**src/verilog/flash_pkg.sv**
```systemverilog
// Constants, opcodes and types shared by the serial flash command front end
package flash_pkg;

   // Opcodes taken from the serial input, most significant bit first
   localparam logic [7:0] OP_WRITE_ENABLE    = 8'h06;
   localparam logic [7:0] OP_WRITE_DISABLE   = 8'h04;
   localparam logic [7:0] OP_READ_STAT_LOW   = 8'h05;
   localparam logic [7:0] OP_READ_STAT_HIGH  = 8'h35;
   localparam logic [7:0] OP_WRITE_STAT      = 8'h01;
   localparam logic [7:0] OP_READ            = 8'h03;
   localparam logic [7:0] OP_FAST_READ       = 8'h0b;
   localparam logic [7:0] OP_DUAL_READ       = 8'h3b;
   localparam logic [7:0] OP_QUAD_READ       = 8'h6b;

   // Status register layout
   localparam int         BUSY_POS           = 0;
   localparam int         WLATCH_POS         = 1;
   localparam int         PROTECT2_POS       = 0;
   localparam int         QUAD_EN_POS        = 1;
   localparam logic [7:0] LOW_WR_MASK        = 8'hfc;
   localparam logic [7:0] HIGH_WR_MASK       = 8'h03;
   localparam logic [7:0] STATUS_RESET       = 8'h00;

   // Frame lengths in serial clocks
   localparam logic [5:0] OPC_LAST           = 6'h07;
   localparam logic [5:0] ADDR_LAST          = 6'h17;
   localparam logic [5:0] DUMMY_LAST         = 6'h07;
   localparam logic [5:0] WSTAT_ONE_BYTE     = 6'h08;
   localparam logic [5:0] WSTAT_TWO_BYTES    = 6'h10;
   localparam logic [5:0] CNT_SAT            = 6'h3f;
   localparam int         ADDR_BITS          = 24;

   // Self-timed status write cycle
   localparam int         CLK_PERIOD_NS      = 10;
   localparam int         STAT_WRITE_TIME_US = 15;
   localparam int         STAT_WRITE_CYCLES  = STAT_WRITE_TIME_US * 1000 / CLK_PERIOD_NS;

   typedef enum logic [2:0] {
      PH_OPCODE,
      PH_ADDR,
      PH_DUMMY,
      PH_STREAM,
      PH_WSTAT,
      PH_IGNORE
   } phase_e;

   typedef enum logic [1:0] {
      LANE_SINGLE,
      LANE_DUAL,
      LANE_QUAD
   } lane_e;

   typedef struct packed {
      logic       cs_n;
      logic       sclk;
      logic [3:0] io;
   } spi_pins_s;

   // Chip select high, clock low, data lines low
   localparam spi_pins_s PIN_IDLE = '{cs_n: 1'b1, sclk: 1'b0, io: 4'h0};

endpackage

```
**src/verilog/flash_front.sv**
```systemverilog
// Serial flash command front end: latch, status registers and output reads
// Notes on behaviour
// - Write-enable opcode sets the write latch
// - Status write refused while latch is clear
// - Frame by chip select, sample rising edge
// - Write-disable opcode clears the write latch
// - Latch cleared at power-up and write completion
// - Status read shifts register out MSB first
// - Status reads accepted even while busy
// - Status read repeats fresh until deselect
// - Status write: opcode, one or two bytes
// - Only protect, range and quad bits writable
// - Wrong data bit count discards status write
// - One-byte write clears quad and protect2
// - Timed write cycle with busy, then clear
// - Status bits default to zero
// - Read: opcode, 24-bit address, data out
// - Address increments after every output byte
// - Reads ignored while busy is set
// - Fast read adds eight dummy clocks
// - Dual read: dummy clocks, two bits/clock
// - Quad read only when quad enable set
// - Dual lanes: IO1 odd bits, IO0 even
// - Quad lanes: high nibble first on IO3..0
`timescale 1ns/1ns
module flash_front #(
   parameter int unsigned WRITE_CYCLES = flash_pkg::STAT_WRITE_CYCLES
) (
   input  wire logic                ref_clk,
   input  wire logic                rstn,
   input  wire flash_pkg::spi_pins_s pins_in,
   output logic      [3:0]          io_out,
   output logic      [3:0]          io_oe_n,
   output logic      [23:0]         mem_addr,
   input  wire logic [7:0]          mem_rdata,
   output logic      [7:0]          status_low,
   output logic      [7:0]          status_high
);
   import flash_pkg::*;

   localparam int CNT_W = $clog2(WRITE_CYCLES + 1);

   function automatic logic [2:0] lane_step(input lane_e lane);
      case (lane)
         LANE_DUAL: lane_step = 3'd2;
         LANE_QUAD: lane_step = 3'd4;
         default:   lane_step = 3'd1;
      endcase
   endfunction

   // Number of falling edges that carry one byte, minus one
   function automatic logic [2:0] lane_last(input lane_e lane);
      case (lane)
         LANE_DUAL: lane_last = 3'd3;
         LANE_QUAD: lane_last = 3'd1;
         default:   lane_last = 3'd7;
      endcase
   endfunction

   logic             rst_meta_q;
   logic             rst_n_q;
   logic [5:0]       pin_w;
   spi_pins_s        pin;
   logic             sclk_prev_q;
   logic             cs_prev_q;
   phase_e           phase_q;
   phase_e           phase_d;
   phase_e           opc_phase_w;
   logic [5:0]       cnt_q;
   logic [23:0]      in_sh_q;
   logic [7:0]       op_w;
   lane_e            lane_q;
   lane_e            opc_lane_w;
   logic             stat_mode_q;
   logic             stat_high_q;
   logic             dummy_q;
   logic [23:0]      addr_q;
   logic [2:0]       slot_q;
   logic [7:0]       out_sh_q;
   logic [5:0]       prot_low_q;
   logic [1:0]       prot_high_q;
   logic             wlatch_q;
   logic             busy_q;
   logic [CNT_W-1:0] busy_cnt_q;
   logic             rise_w;
   logic             fall_w;
   logic             frame_end_w;
   logic             frame_start_w;
   logic             last_opc_w;
   logic             last_addr_w;
   logic             phase_done_w;
   logic             load_w;
   logic [7:0]       src_w;
   logic [3:0]       drive_w;
   logic [3:0]       oe_n_w;
   logic [7:0]       sel_status_w;
   logic             wstat_one_w;
   logic             wstat_two_w;
   logic             write_done_w;
   logic             set_latch_w;
   logic             clr_latch_w;

   // Reset is released through two flops so all logic leaves reset together
   always_ff @(posedge ref_clk or negedge rstn)
   begin
      if (!rstn)
      begin
         rst_meta_q <= 1'b0;
         rst_n_q    <= 1'b0;
      end
      else
      begin
         rst_meta_q <= 1'b1;
         rst_n_q    <= rst_meta_q;
      end
   end

   pin_filter #(
      .W       (6),
      .RST_VAL (PIN_IDLE)
   ) u_pin_filter (
      .ref_clk (ref_clk),
      .rst_n   (rst_n_q),
      .d       (pins_in),
      .q       (pin_w)
   );

   assign pin = spi_pins_s'(pin_w);

   assign rise_w        = pin.sclk & ~sclk_prev_q & ~pin.cs_n;
   assign fall_w        = ~pin.sclk & sclk_prev_q & ~pin.cs_n;
   assign frame_start_w = ~pin.cs_n & cs_prev_q;
   assign frame_end_w   = pin.cs_n & ~cs_prev_q;

   assign status_low  = {prot_low_q, wlatch_q, busy_q};
   assign status_high = {6'h00, prot_high_q};
   assign sel_status_w = stat_high_q ? status_high : status_low;

   assign op_w        = {in_sh_q[6:0], pin.io[0]};
   assign last_opc_w  = rise_w && (phase_q == PH_OPCODE) && (cnt_q == OPC_LAST);
   assign last_addr_w = rise_w && (phase_q == PH_ADDR) && (cnt_q == ADDR_LAST);
   assign phase_done_w = last_opc_w || last_addr_w ||
                         (rise_w && (phase_q == PH_DUMMY) && (cnt_q == DUMMY_LAST));

   // Opcode decode: only status reads pass while the write cycle runs
   always_comb
   begin
      opc_phase_w = PH_IGNORE;
      opc_lane_w  = LANE_SINGLE;
      case (op_w)
         OP_READ_STAT_LOW,
         OP_READ_STAT_HIGH: opc_phase_w = PH_STREAM;
         OP_WRITE_STAT:     opc_phase_w = (wlatch_q && !busy_q) ? PH_WSTAT : PH_IGNORE;
         OP_READ,
         OP_FAST_READ:      opc_phase_w = busy_q ? PH_IGNORE : PH_ADDR;
         OP_DUAL_READ:
         begin
            opc_phase_w = busy_q ? PH_IGNORE : PH_ADDR;
            opc_lane_w  = LANE_DUAL;
         end
         OP_QUAD_READ:
         begin
            opc_phase_w = (busy_q || !prot_high_q[QUAD_EN_POS - PROTECT2_POS]) ?
                          PH_IGNORE : PH_ADDR;
            opc_lane_w  = LANE_QUAD;
         end
         default:           opc_phase_w = PH_IGNORE;
      endcase
   end

   always_comb
   begin
      phase_d = phase_q;
      case (phase_q)
         PH_OPCODE: phase_d = last_opc_w ? opc_phase_w : PH_OPCODE;
         PH_ADDR:   phase_d = last_addr_w ? (dummy_q ? PH_DUMMY : PH_STREAM) : PH_ADDR;
         PH_DUMMY:  phase_d = phase_done_w ? PH_STREAM : PH_DUMMY;
         default:   phase_d = phase_q;
      endcase
   end

   always_ff @(posedge ref_clk or negedge rst_n_q)
   begin
      if (!rst_n_q)
      begin
         sclk_prev_q <= 1'b0;
         cs_prev_q   <= 1'b1;
      end
      else
      begin
         sclk_prev_q <= pin.sclk;
         cs_prev_q   <= pin.cs_n;
      end
   end

   // Frame sequencing; chip select high always returns to opcode phase
   always_ff @(posedge ref_clk or negedge rst_n_q)
   begin
      if (!rst_n_q)
      begin
         phase_q <= PH_OPCODE;
         cnt_q   <= 6'h00;
         in_sh_q <= 24'h000000;
      end
      else if (frame_start_w || frame_end_w)
      begin
         phase_q <= PH_OPCODE;
         cnt_q   <= 6'h00;
      end
      else if (rise_w)
      begin
         phase_q <= phase_d;
         in_sh_q <= {in_sh_q[22:0], pin.io[0]};
         cnt_q   <= phase_done_w ? 6'h00 : ((cnt_q == CNT_SAT) ? CNT_SAT : cnt_q + 6'h01);
      end
   end

   // Command attributes captured with the last opcode bit
   always_ff @(posedge ref_clk or negedge rst_n_q)
   begin
      if (!rst_n_q)
      begin
         lane_q      <= LANE_SINGLE;
         stat_mode_q <= 1'b0;
         stat_high_q <= 1'b0;
         dummy_q     <= 1'b0;
      end
      else if (last_opc_w)
      begin
         lane_q      <= opc_lane_w;
         stat_mode_q <= (op_w == OP_READ_STAT_LOW) || (op_w == OP_READ_STAT_HIGH);
         stat_high_q <= (op_w == OP_READ_STAT_HIGH);
         dummy_q     <= (op_w != OP_READ);
      end
   end

   // Output path: a new byte is loaded at the first falling edge of each byte
   assign load_w = (slot_q == 3'd0);
   assign src_w  = load_w ? (stat_mode_q ? sel_status_w : mem_rdata) : out_sh_q;

   always_comb
   begin
      drive_w = 4'h0;
      oe_n_w  = 4'hf;
      case (lane_q)
         LANE_DUAL:
         begin
            drive_w = {2'b00, src_w[7], src_w[6]};
            oe_n_w  = 4'hc;
         end
         LANE_QUAD:
         begin
            drive_w = src_w[7:4];
            oe_n_w  = 4'h0;
         end
         default:
         begin
            drive_w = {2'b00, src_w[7], 1'b0};
            oe_n_w  = 4'hd;
         end
      endcase
   end

   always_ff @(posedge ref_clk or negedge rst_n_q)
   begin
      if (!rst_n_q)
      begin
         io_out   <= 4'h0;
         io_oe_n  <= 4'hf;
         out_sh_q <= 8'h00;
         slot_q   <= 3'd0;
      end
      else if (frame_end_w || phase_q != PH_STREAM)
      begin
         io_oe_n <= 4'hf;
         slot_q  <= 3'd0;
      end
      else if (fall_w)
      begin
         io_out   <= drive_w;
         io_oe_n  <= oe_n_w;
         out_sh_q <= src_w << lane_step(lane_q);
         slot_q   <= (slot_q == lane_last(lane_q)) ? 3'd0 : slot_q + 3'd1;
      end
   end

   always_ff @(posedge ref_clk or negedge rst_n_q)
   begin
      if (!rst_n_q)
         addr_q <= 24'h000000;
      else if (last_addr_w)
         addr_q <= {in_sh_q[22:0], pin.io[0]};
      else if (fall_w && phase_q == PH_STREAM && load_w && !stat_mode_q)
         addr_q <= addr_q + 24'h000001;
   end

   assign mem_addr = addr_q;

   assign wstat_one_w  = frame_end_w && (phase_q == PH_WSTAT) && (cnt_q == WSTAT_ONE_BYTE);
   assign wstat_two_w  = frame_end_w && (phase_q == PH_WSTAT) && (cnt_q == WSTAT_TWO_BYTES);
   assign write_done_w = busy_q && (busy_cnt_q == '0);
   assign set_latch_w  = last_opc_w && !busy_q && (op_w == OP_WRITE_ENABLE);
   assign clr_latch_w  = last_opc_w && !busy_q && (op_w == OP_WRITE_DISABLE);

   // Writable status bits; everything resets to zero
   always_ff @(posedge ref_clk or negedge rst_n_q)
   begin
      if (!rst_n_q)
      begin
         prot_low_q  <= STATUS_RESET[7:2];
         prot_high_q <= STATUS_RESET[1:0];
      end
      else if (wstat_one_w)
      begin
         prot_low_q  <= in_sh_q[7:2] & LOW_WR_MASK[7:2];
         prot_high_q <= 2'b00;
      end
      else if (wstat_two_w)
      begin
         prot_low_q  <= in_sh_q[15:10] & LOW_WR_MASK[7:2];
         prot_high_q <= in_sh_q[1:0] & HIGH_WR_MASK[1:0];
      end
   end

   always_ff @(posedge ref_clk or negedge rst_n_q)
   begin
      if (!rst_n_q)
      begin
         busy_q     <= 1'b0;
         busy_cnt_q <= '0;
      end
      else if (wstat_one_w || wstat_two_w)
      begin
         busy_q     <= 1'b1;
         busy_cnt_q <= CNT_W'(WRITE_CYCLES - 1);
      end
      else if (write_done_w)
         busy_q <= 1'b0;
      else if (busy_q)
         busy_cnt_q <= busy_cnt_q - CNT_W'(1);
   end

   // latch cleared on completion
   // Set and completion never meet: enable is ignored while busy
   always_ff @(posedge ref_clk or negedge rst_n_q)
   begin
      if (!rst_n_q)
         wlatch_q <= STATUS_RESET[WLATCH_POS];
      else if (set_latch_w)
         wlatch_q <= 1'b1;
      else if (clr_latch_w || write_done_w)
         wlatch_q <= 1'b0;
   end
endmodule

```
**src/verilog/pin_filter.sv**
```systemverilog
// Three-stage pin synchroniser with agreement filter
`timescale 1ns/1ns
module pin_filter #(
   parameter int             W       = 6,
   parameter logic [W-1:0]   RST_VAL = '0
) (
   input  wire logic         ref_clk,
   input  wire logic         rst_n,
   input  wire logic [W-1:0] d,
   output logic      [W-1:0] q
);
   logic [W-1:0] meta_q;
   logic [W-1:0] s2_q;
   logic [W-1:0] s3_q;
   logic [W-1:0] agree_w;

   // A bit moves only once the last two stages agree
   assign agree_w = ~(s2_q ^ s3_q);

   always_ff @(posedge ref_clk or negedge rst_n)
   begin
      if (!rst_n)
      begin
         meta_q <= RST_VAL;
         s2_q   <= RST_VAL;
         s3_q   <= RST_VAL;
         q      <= RST_VAL;
      end
      else
      begin
         meta_q <= d;
         s2_q   <= meta_q;
         s3_q   <= s2_q;
         q      <= (agree_w & s3_q) | (~agree_w & q);
      end
   end
endmodule
```
**config.mk**
```make
export PLATFORM = sky130hd
export DESIGN_NAME = flash_front
export DESIGN_NICKNAME = d
export VERILOG_FILES = /design/src/verilog/flash_pkg.sv /design/src/verilog/flash_front.sv /design/src/verilog/pin_filter.sv
export SDC_FILE = /design/constraint.sdc
export NUM_CORES = 1
export LEC_CHECK = 0
export ABC_AREA = 1
export BUFFER_PORTS_ARGS = -buffer_cell sky130_fd_sc_hd__buf_4
export CAP_MARGIN = 10
export CORE_ASPECT_RATIO = 0.7
export CORE_MARGIN = 4
export CORE_UTILIZATION = 30
export CTS_CLUSTER_SIZE = 40
export DETAILED_ROUTE_END_ITERATION = 12
export GPL_ROUTABILITY_DRIVEN = 0
export GPL_TIMING_DRIVEN = 0
export PLACE_DENSITY = 0.56
export SYNTH_ARGS = -nofsm -noshare
export SYNTH_HDL_FRONTEND = slang
export SYNTH_SLANG_ARGS = --single-unit
```
**constraint.sdc**
```tcl
create_clock -name ref_clk -period 3.5 [get_ports ref_clk]
set_input_delay 0.35 -clock ref_clk [delete_from_list [all_inputs] [get_ports ref_clk]]
set_output_delay 0.35 -clock ref_clk [all_outputs]
set_load 0.03 [all_outputs]
```
## After elaboration in Yosys (flattened, before gate mapping)

Cells that the tools add are included.
W data, S select, Z words.

| word-level totals | value |
|---|---|
| bits in registers | 129 |
| bits in latches | 0 |
| memory bits (writable) | 0 |
| bits in read-only memories | 0 |
| input port bits | 16 |
| output and inout bits | 48 |
| logic and storage cells | 162 |
| memories | 0 |

| operators by class | value |
|---|---|
| add/subtract/negate cells | 4 |
| $mul | 0 |
| div/mod/pow operators | 0 |
| order comparisons | 0 |
| equality and inequality tests | 24 |
| shifts and indexed selects | 1 |
| multiplexer cells | 45 |
| bitwise logic cells | 18 |
| reductions and logical operators | 45 |

Operator list:

| kind | number |
|---|---|
| $mux W24 | 2 |
| $mux W3 | 12 |
| $mux W6 | 6 |
| $mux W11 | 3 |
| $add A24 B1 Y24 const B | 1 |
| $eq A8 B3 Y1 const B | 3 |
| $mux W8 | 3 |
| $logic_and A1 B1 Y1 | 17 |
| $eq A8 B6 Y1 const B | 2 |
| $pmux W4 S2 | 2 |
| $reduce_bool A2 Y1 | 7 |
| $and A6 B6 Y6 | 2 |
| $eq A6 B5 Y1 const B | 2 |
| $not A6 Y6 | 2 |
| $pmux W3 S2 | 2 |
| $pmux W3 S4 | 1 |
| $logic_not A11 Y1 | 1 |
| $sub A11 B1 Y11 const B | 1 |
| $pmux W3 S3 | 1 |
| $eq A8 B1 Y1 const B | 1 |
| $eq A8 B2 Y1 const B | 1 |
| $eq A8 B4 Y1 const B | 1 |
| $eq A8 B7 Y1 const B | 1 |
| $logic_or A1 B1 Y1 | 8 |
| other kinds (29) | 55 |

## Depth between registers and ports, before layout

| depth | value |
|---|---|
| depth after elaboration | 11 |
| gate-level depth with buffers | 12 |
| gate-level depth less buffers | 12 |

## By module

From an unflattened synthesis, not the netlist that was laid out.

| unflattened totals | value |
|---|---|
| cell total of the unflattened synthesis | 872 |
| area total of the unflattened synthesis | 6776.5 µm² |

By module, submodules not included:

| module | instances | cells each | area an instance (µm²) | seq. area each (µm²) |
|---|---|---|---|---|
| flash_front | 1 | 824 | 6073.3 | 2607.5 |
| pin_filter | 1 | 48 | 703.2 | 605.6 |

## Worst setup path after synthesis

OpenSTA, ideal clock, no wires.

| path | value |
|---|---|
| kind | reg-to-reg |
| start point | register addr_q[0] (netlist: mem_addr[0]) |
| end point | register addr_q[14] (netlist: mem_addr[14]) |
| setup time | 131 ps |
| data arrival time | 1579 ps |
| data required time | 3369 ps |
| slack | 1791 ps |
| stages on the path, launching flop included | 8 |
| buffers on the path | 0 |
| period minus slack after synthesis | 1709 ps |
| cell sequence | dfrtp_1 > ha_1 > nand3_1 > nor2_1 > nand3_1 > xor2_1 > nand2_1 > o211ai_1 |

| between the ends | value |
|---|---|
| longest elaborated chain between the ends | 3 |

Ends and longest elaborated chain:

| item | line | source |
|---|---|---|
| from (decl) | flash_front.sv:77 | `logic [23:0] addr_q;` |
| from (signal assigned) | flash_front.sv:292 | `addr_q <= {in_sh_q[22:0], pin.io[0]};` |
| from (signal assigned) | flash_front.sv:294 | `addr_q <= addr_q + 24'h000001;` |
| $add A24 B1 Y24 | flash_front.sv:294 |  |
| $mux W24 | flash_front.sv:293 | `else if (fall_w && phase_q == PH_STREAM && load_w && !stat_mode_q)` |
| $mux W24 | flash_front.sv:291 | `else if (last_addr_w)` |

Every way passes these cells. The select of a mux whose other input is x is not followed.
A chain may end at the register's enable or synchronous reset.

## Worst setup path after layout

| path | value |
|---|---|
| start point | register slot_q[0] |
| end point | register addr_q[14] (netlist: mem_addr[14]) |

| between the ends | value |
|---|---|
| longest elaborated chain between the ends | 4 |

Ends and longest elaborated chain:

| item | line | source |
|---|---|---|
| from (decl) | flash_front.sv:78 | `logic [2:0] slot_q;` |
| from (signal assigned) | flash_front.sv:283 | `slot_q <= (slot_q == lane_last(lane_q)) ? 3'd0 : slot_q + 3'd1;` |
| $logic_not A3 Y1 | flash_front.sv:238 | `assign load_w = (slot_q == 3'd0);` |
| $logic_and A1 B1 Y1 (2 in a row) | flash_front.sv:293 |  |
| $reduce_bool A2 Y1 (no line) | - |  |

Every way passes these cells.

==> summary.md <==
| Metric | Value |
|---|---|
| Seq/Total Area, Yosys | 0.459 |
| Pwr Total | 3.41 mW |
| First-pass GRT wire length | 27.1 mm |
| Setup TNS | 0 ns |
| Total Wirelength | 16.2 mm |
| Area grow syn2layout | 21.9% |
| M1 wire length | 8.52 mm |
| First-pass DRT Iterations | 5 |
| Internal power | 2.56 mW |
| Number of hold violations in the final report | 0 |
| Total track usage | 0.143 |
| Status | complete, no violations |
| Crit path required time | 3.83 ns |
| Fin Clk Skew | 0.00824 ns |
| GR Overflow Total | 0 |
| Mapped Cells | 817 |
| Yosys top cell area share | 0.426 |
| Yosys warning count | 0 |
| I/O Pins | 64 |
| Worst Hold Class | in -> reg |
| Critical Path End Type | flop |
| Die area | 23600 um2 |
| Per-cell routed wire length | 13.6 um |
| Static Leakage | 3.77 nW |
| # DRC | 0 |
| Initial Utilization | 0.306 |
| Diodes inserted | 0 |
| Met3 wire length | 786 um |
| Layout fillers | 2193 |
| Top post-synthesis cells by area | dfrtp_1 (43%), nand2_1 (15%), nand3_1 (5.8%) |
| Multi-input logic area | 2930 um2 |
| Vert. Die Dim | 130 um |
| HPWL after DPL | 11.8 mm |
| Initial DRC Count | 461 |
| Area leader, netlist | dfrtp_1 |
| Clock H-tree levels | 4 |
| Via count | 5542 |
| CTS tree | done |
| Clock power frac | 0.506 |
| Die width | 182 um |
| ANT nets after route | 0 |
| Top cells by count, synth | nand2_1 (261), dfrtp_1 (108), inv_1 (80), nand3_1 (73), nor2_1 (61) |
| Sequential cell area | 2920 um2 |
| Core Area | 20800 um2 |
| Final std cells w/o fill | 1186 |
| Clock buffer depth | 2 |
| Vias in the first global route | 5175 |
| Antenna violations before repair | 0 |
| Row Count | 44 |
| Clk Latency, worst-skew pair | 0.42 ns |
| RSZ-0062 raised after global routing | no |
| Slew @ Worst Pin | 0.856 ns |
| Clock sinks | 116 |
| Period utilization | 0.572 |
| Post-layout min period | 2.00 ns |
| Final Util | 0.373 |
| Nets | 922 |
| Startpoint types | flop |
| Inserted Clock Buffers | 17 |
| Max-slew violations | 0 |
| Metal2 WL | 6.66 mm |
| Avg Synthesized Cell Area | 7.77 um2 |
| Share of cells above drive strength 1 | 0.173 |
| Slew Limit Headroom | 0.429 |
| Logic pwr share | 0.069 |
| Vias per cell | 4.67 |
| PD cells | 440 nW/um2 |
| Register bit count reported by yosys | 116 |
| CTS root buf | clkbuf_16 |
| Sw Pwr | 0.847 mW |
| Main synth FF type | dfrtp_1 |
| Clk slew on worst S/H paths | 0.06 ns |
| Placed Cells | 1153 |
| VDD IR-drop max | 0.333 mV |
| Reg power frac | 0.426 |
| Sw frac | 0.249 |
| Worst endpoint data arrival time | 2.34 ns |
| Yosys cell types | 44 |
| CP Class | reg -> reg |
| Async set-reset flop share out of synthesis | 1.00 |
| Port bufs | 54 |
| Setup Buffers After CTS | 0 |
| Post-synth EDFFs | 0 |
| Finish-stage setup viols | 0 |
| Max-cap violation count | 0 |
| Highest routed layer | met4 |
| Mapped Area | 6350 um2 |
| Worst Path Max Fanout | 10 |
| Pin count of the biggest net entering global routing | 63 |
| Top-count cell post-synth | nand2_1 |
| Fmax achieved | 500 MHz |
final timing paths:
path	start	end	slack (ns)	cells after the start
worst max-delay path	slot_q[0]$_DFFE_PN0P_	mem_addr[14]$_DFFE_PN0P_	1.50	9
worst min register to register	rst_meta_q$_DFF_PN0_	rst_n_q$_DFF_PN0_	0.35	0
max in group asynchronous	rst_n_q$_DFF_PN0_	cnt_q[1]$_DFFE_PN0P_	2.31	1
worst max register to register	slot_q[0]$_DFFE_PN0P_	mem_addr[14]$_DFFE_PN0P_	1.50	9
worst min-delay path	pins_in[5]	u_pin_filter.meta_q[5]$_DFF_PN1_	0.04	1
min in group asynchronous	rstn	rst_n_q$_DFF_PN0_	0.25	2
worst max-delay path: stages, from the launching register on:
cell,delay [ns]
dfrtp_1,0.38
inv_1,0.12
ha_1,0.19
nand2_2,0.16
nor2_1,0.27
nand2_1,0.20
inv_1,0.23
buf_4,0.22
nand2_1,0.07
o211ai_1,0.08
power by group through the flow:
stage               Clock, mW  Sequential (mW)  Combinational (mW)
global placement            0             1.49               0.216
detailed placement          0             1.47               0.233
CTS                      1.76             1.45               0.235
floorplan                   0             1.46               0.164
finish                   1.72             1.45               0.235
global route             1.82             1.46               0.271
stage by stage:
stage                     hold slack, ns  cell area [um2]  setup slack (ns)
after floorplan                   0.0544             6370            0.0431
after CTS                         0.0198             7740              1.49
final                             0.0374             7740              1.50
after global placement             0.133             7120             -1.59
after global routing              0.0144             7740              1.27
after detailed placement           0.135             7150              1.50
registers in the layout, indices dropped and copies added (netlist names), 4 cells and up, named ones only:
name        flops
out_sh_q        8
busy_cnt_q     11
io_out          4
cnt_q           6
mem_addr       24
prot_low_q      6
in_sh_q        23
layout make-up:
| cell class | count | share of cell area |
|---|---|---|
| buffer | 25 | 0.0223 |
| clock buffer | 22 | 0.0613 |
| timing repair buffer | 56 | 0.0572 |
| multi-input combinational | 590 | 0.378 |
| tap | 276 | 0.0446 |
| inverter | 91 | 0.0456 |
| sequential | 116 | 0.377 |
| clock inverter | 10 | 0.0136 |
cells in the final DEF (no fill, tap or decap), types with 7 or more instances in the layout:
master     synthesis  final
nand2_1          261    261
dfrtp_1          108    107
inv_1             80     80
nand3_1           73     73
buf_4             11     65
nor2_1            61     61
o21ai_0           52     52
clkbuf_16          0     17
a21oi_1           13     13
nand4_1           11     11
nor3_1            11     11
xor2_1            11     11
xnor2_1           10     10
nand2_2            9      9
ha_1               9      9
dfstp_2            8      8
o211ai_1           7      7
clkinv_2           1      7
conb_1             2      7
per-layer routing:
layer  vias up  GRT usage
li1       2797          -
met1      2597      0.219
met2       134      0.200
met3        14     0.0393
met4         0     0.0353
met5         -          0
timing repair:
item                      in CTS  in global routing
hold endpoints to repair       2                  0
hold buffers                   1                  0
resized for setup              0                  0
cell families after synthesis:
| kind of cell | after synthesis | synth area share |
|---|---|---|
| AO/OA/AOI/OAI | 98 | 0.0899 |
| XOR/XNOR | 21 | 0.0290 |
| adder cells (fa/ha/maj) | 12 | 0.0225 |
| buffers and inverters | 116 | 0.0828 |
| flip-flops | 116 | 0.459 |
| other | 2 | 0.00118 |
| AND/OR/NAND/NOR | 452 | 0.316 |
Power figures use the tool's default switching activity.
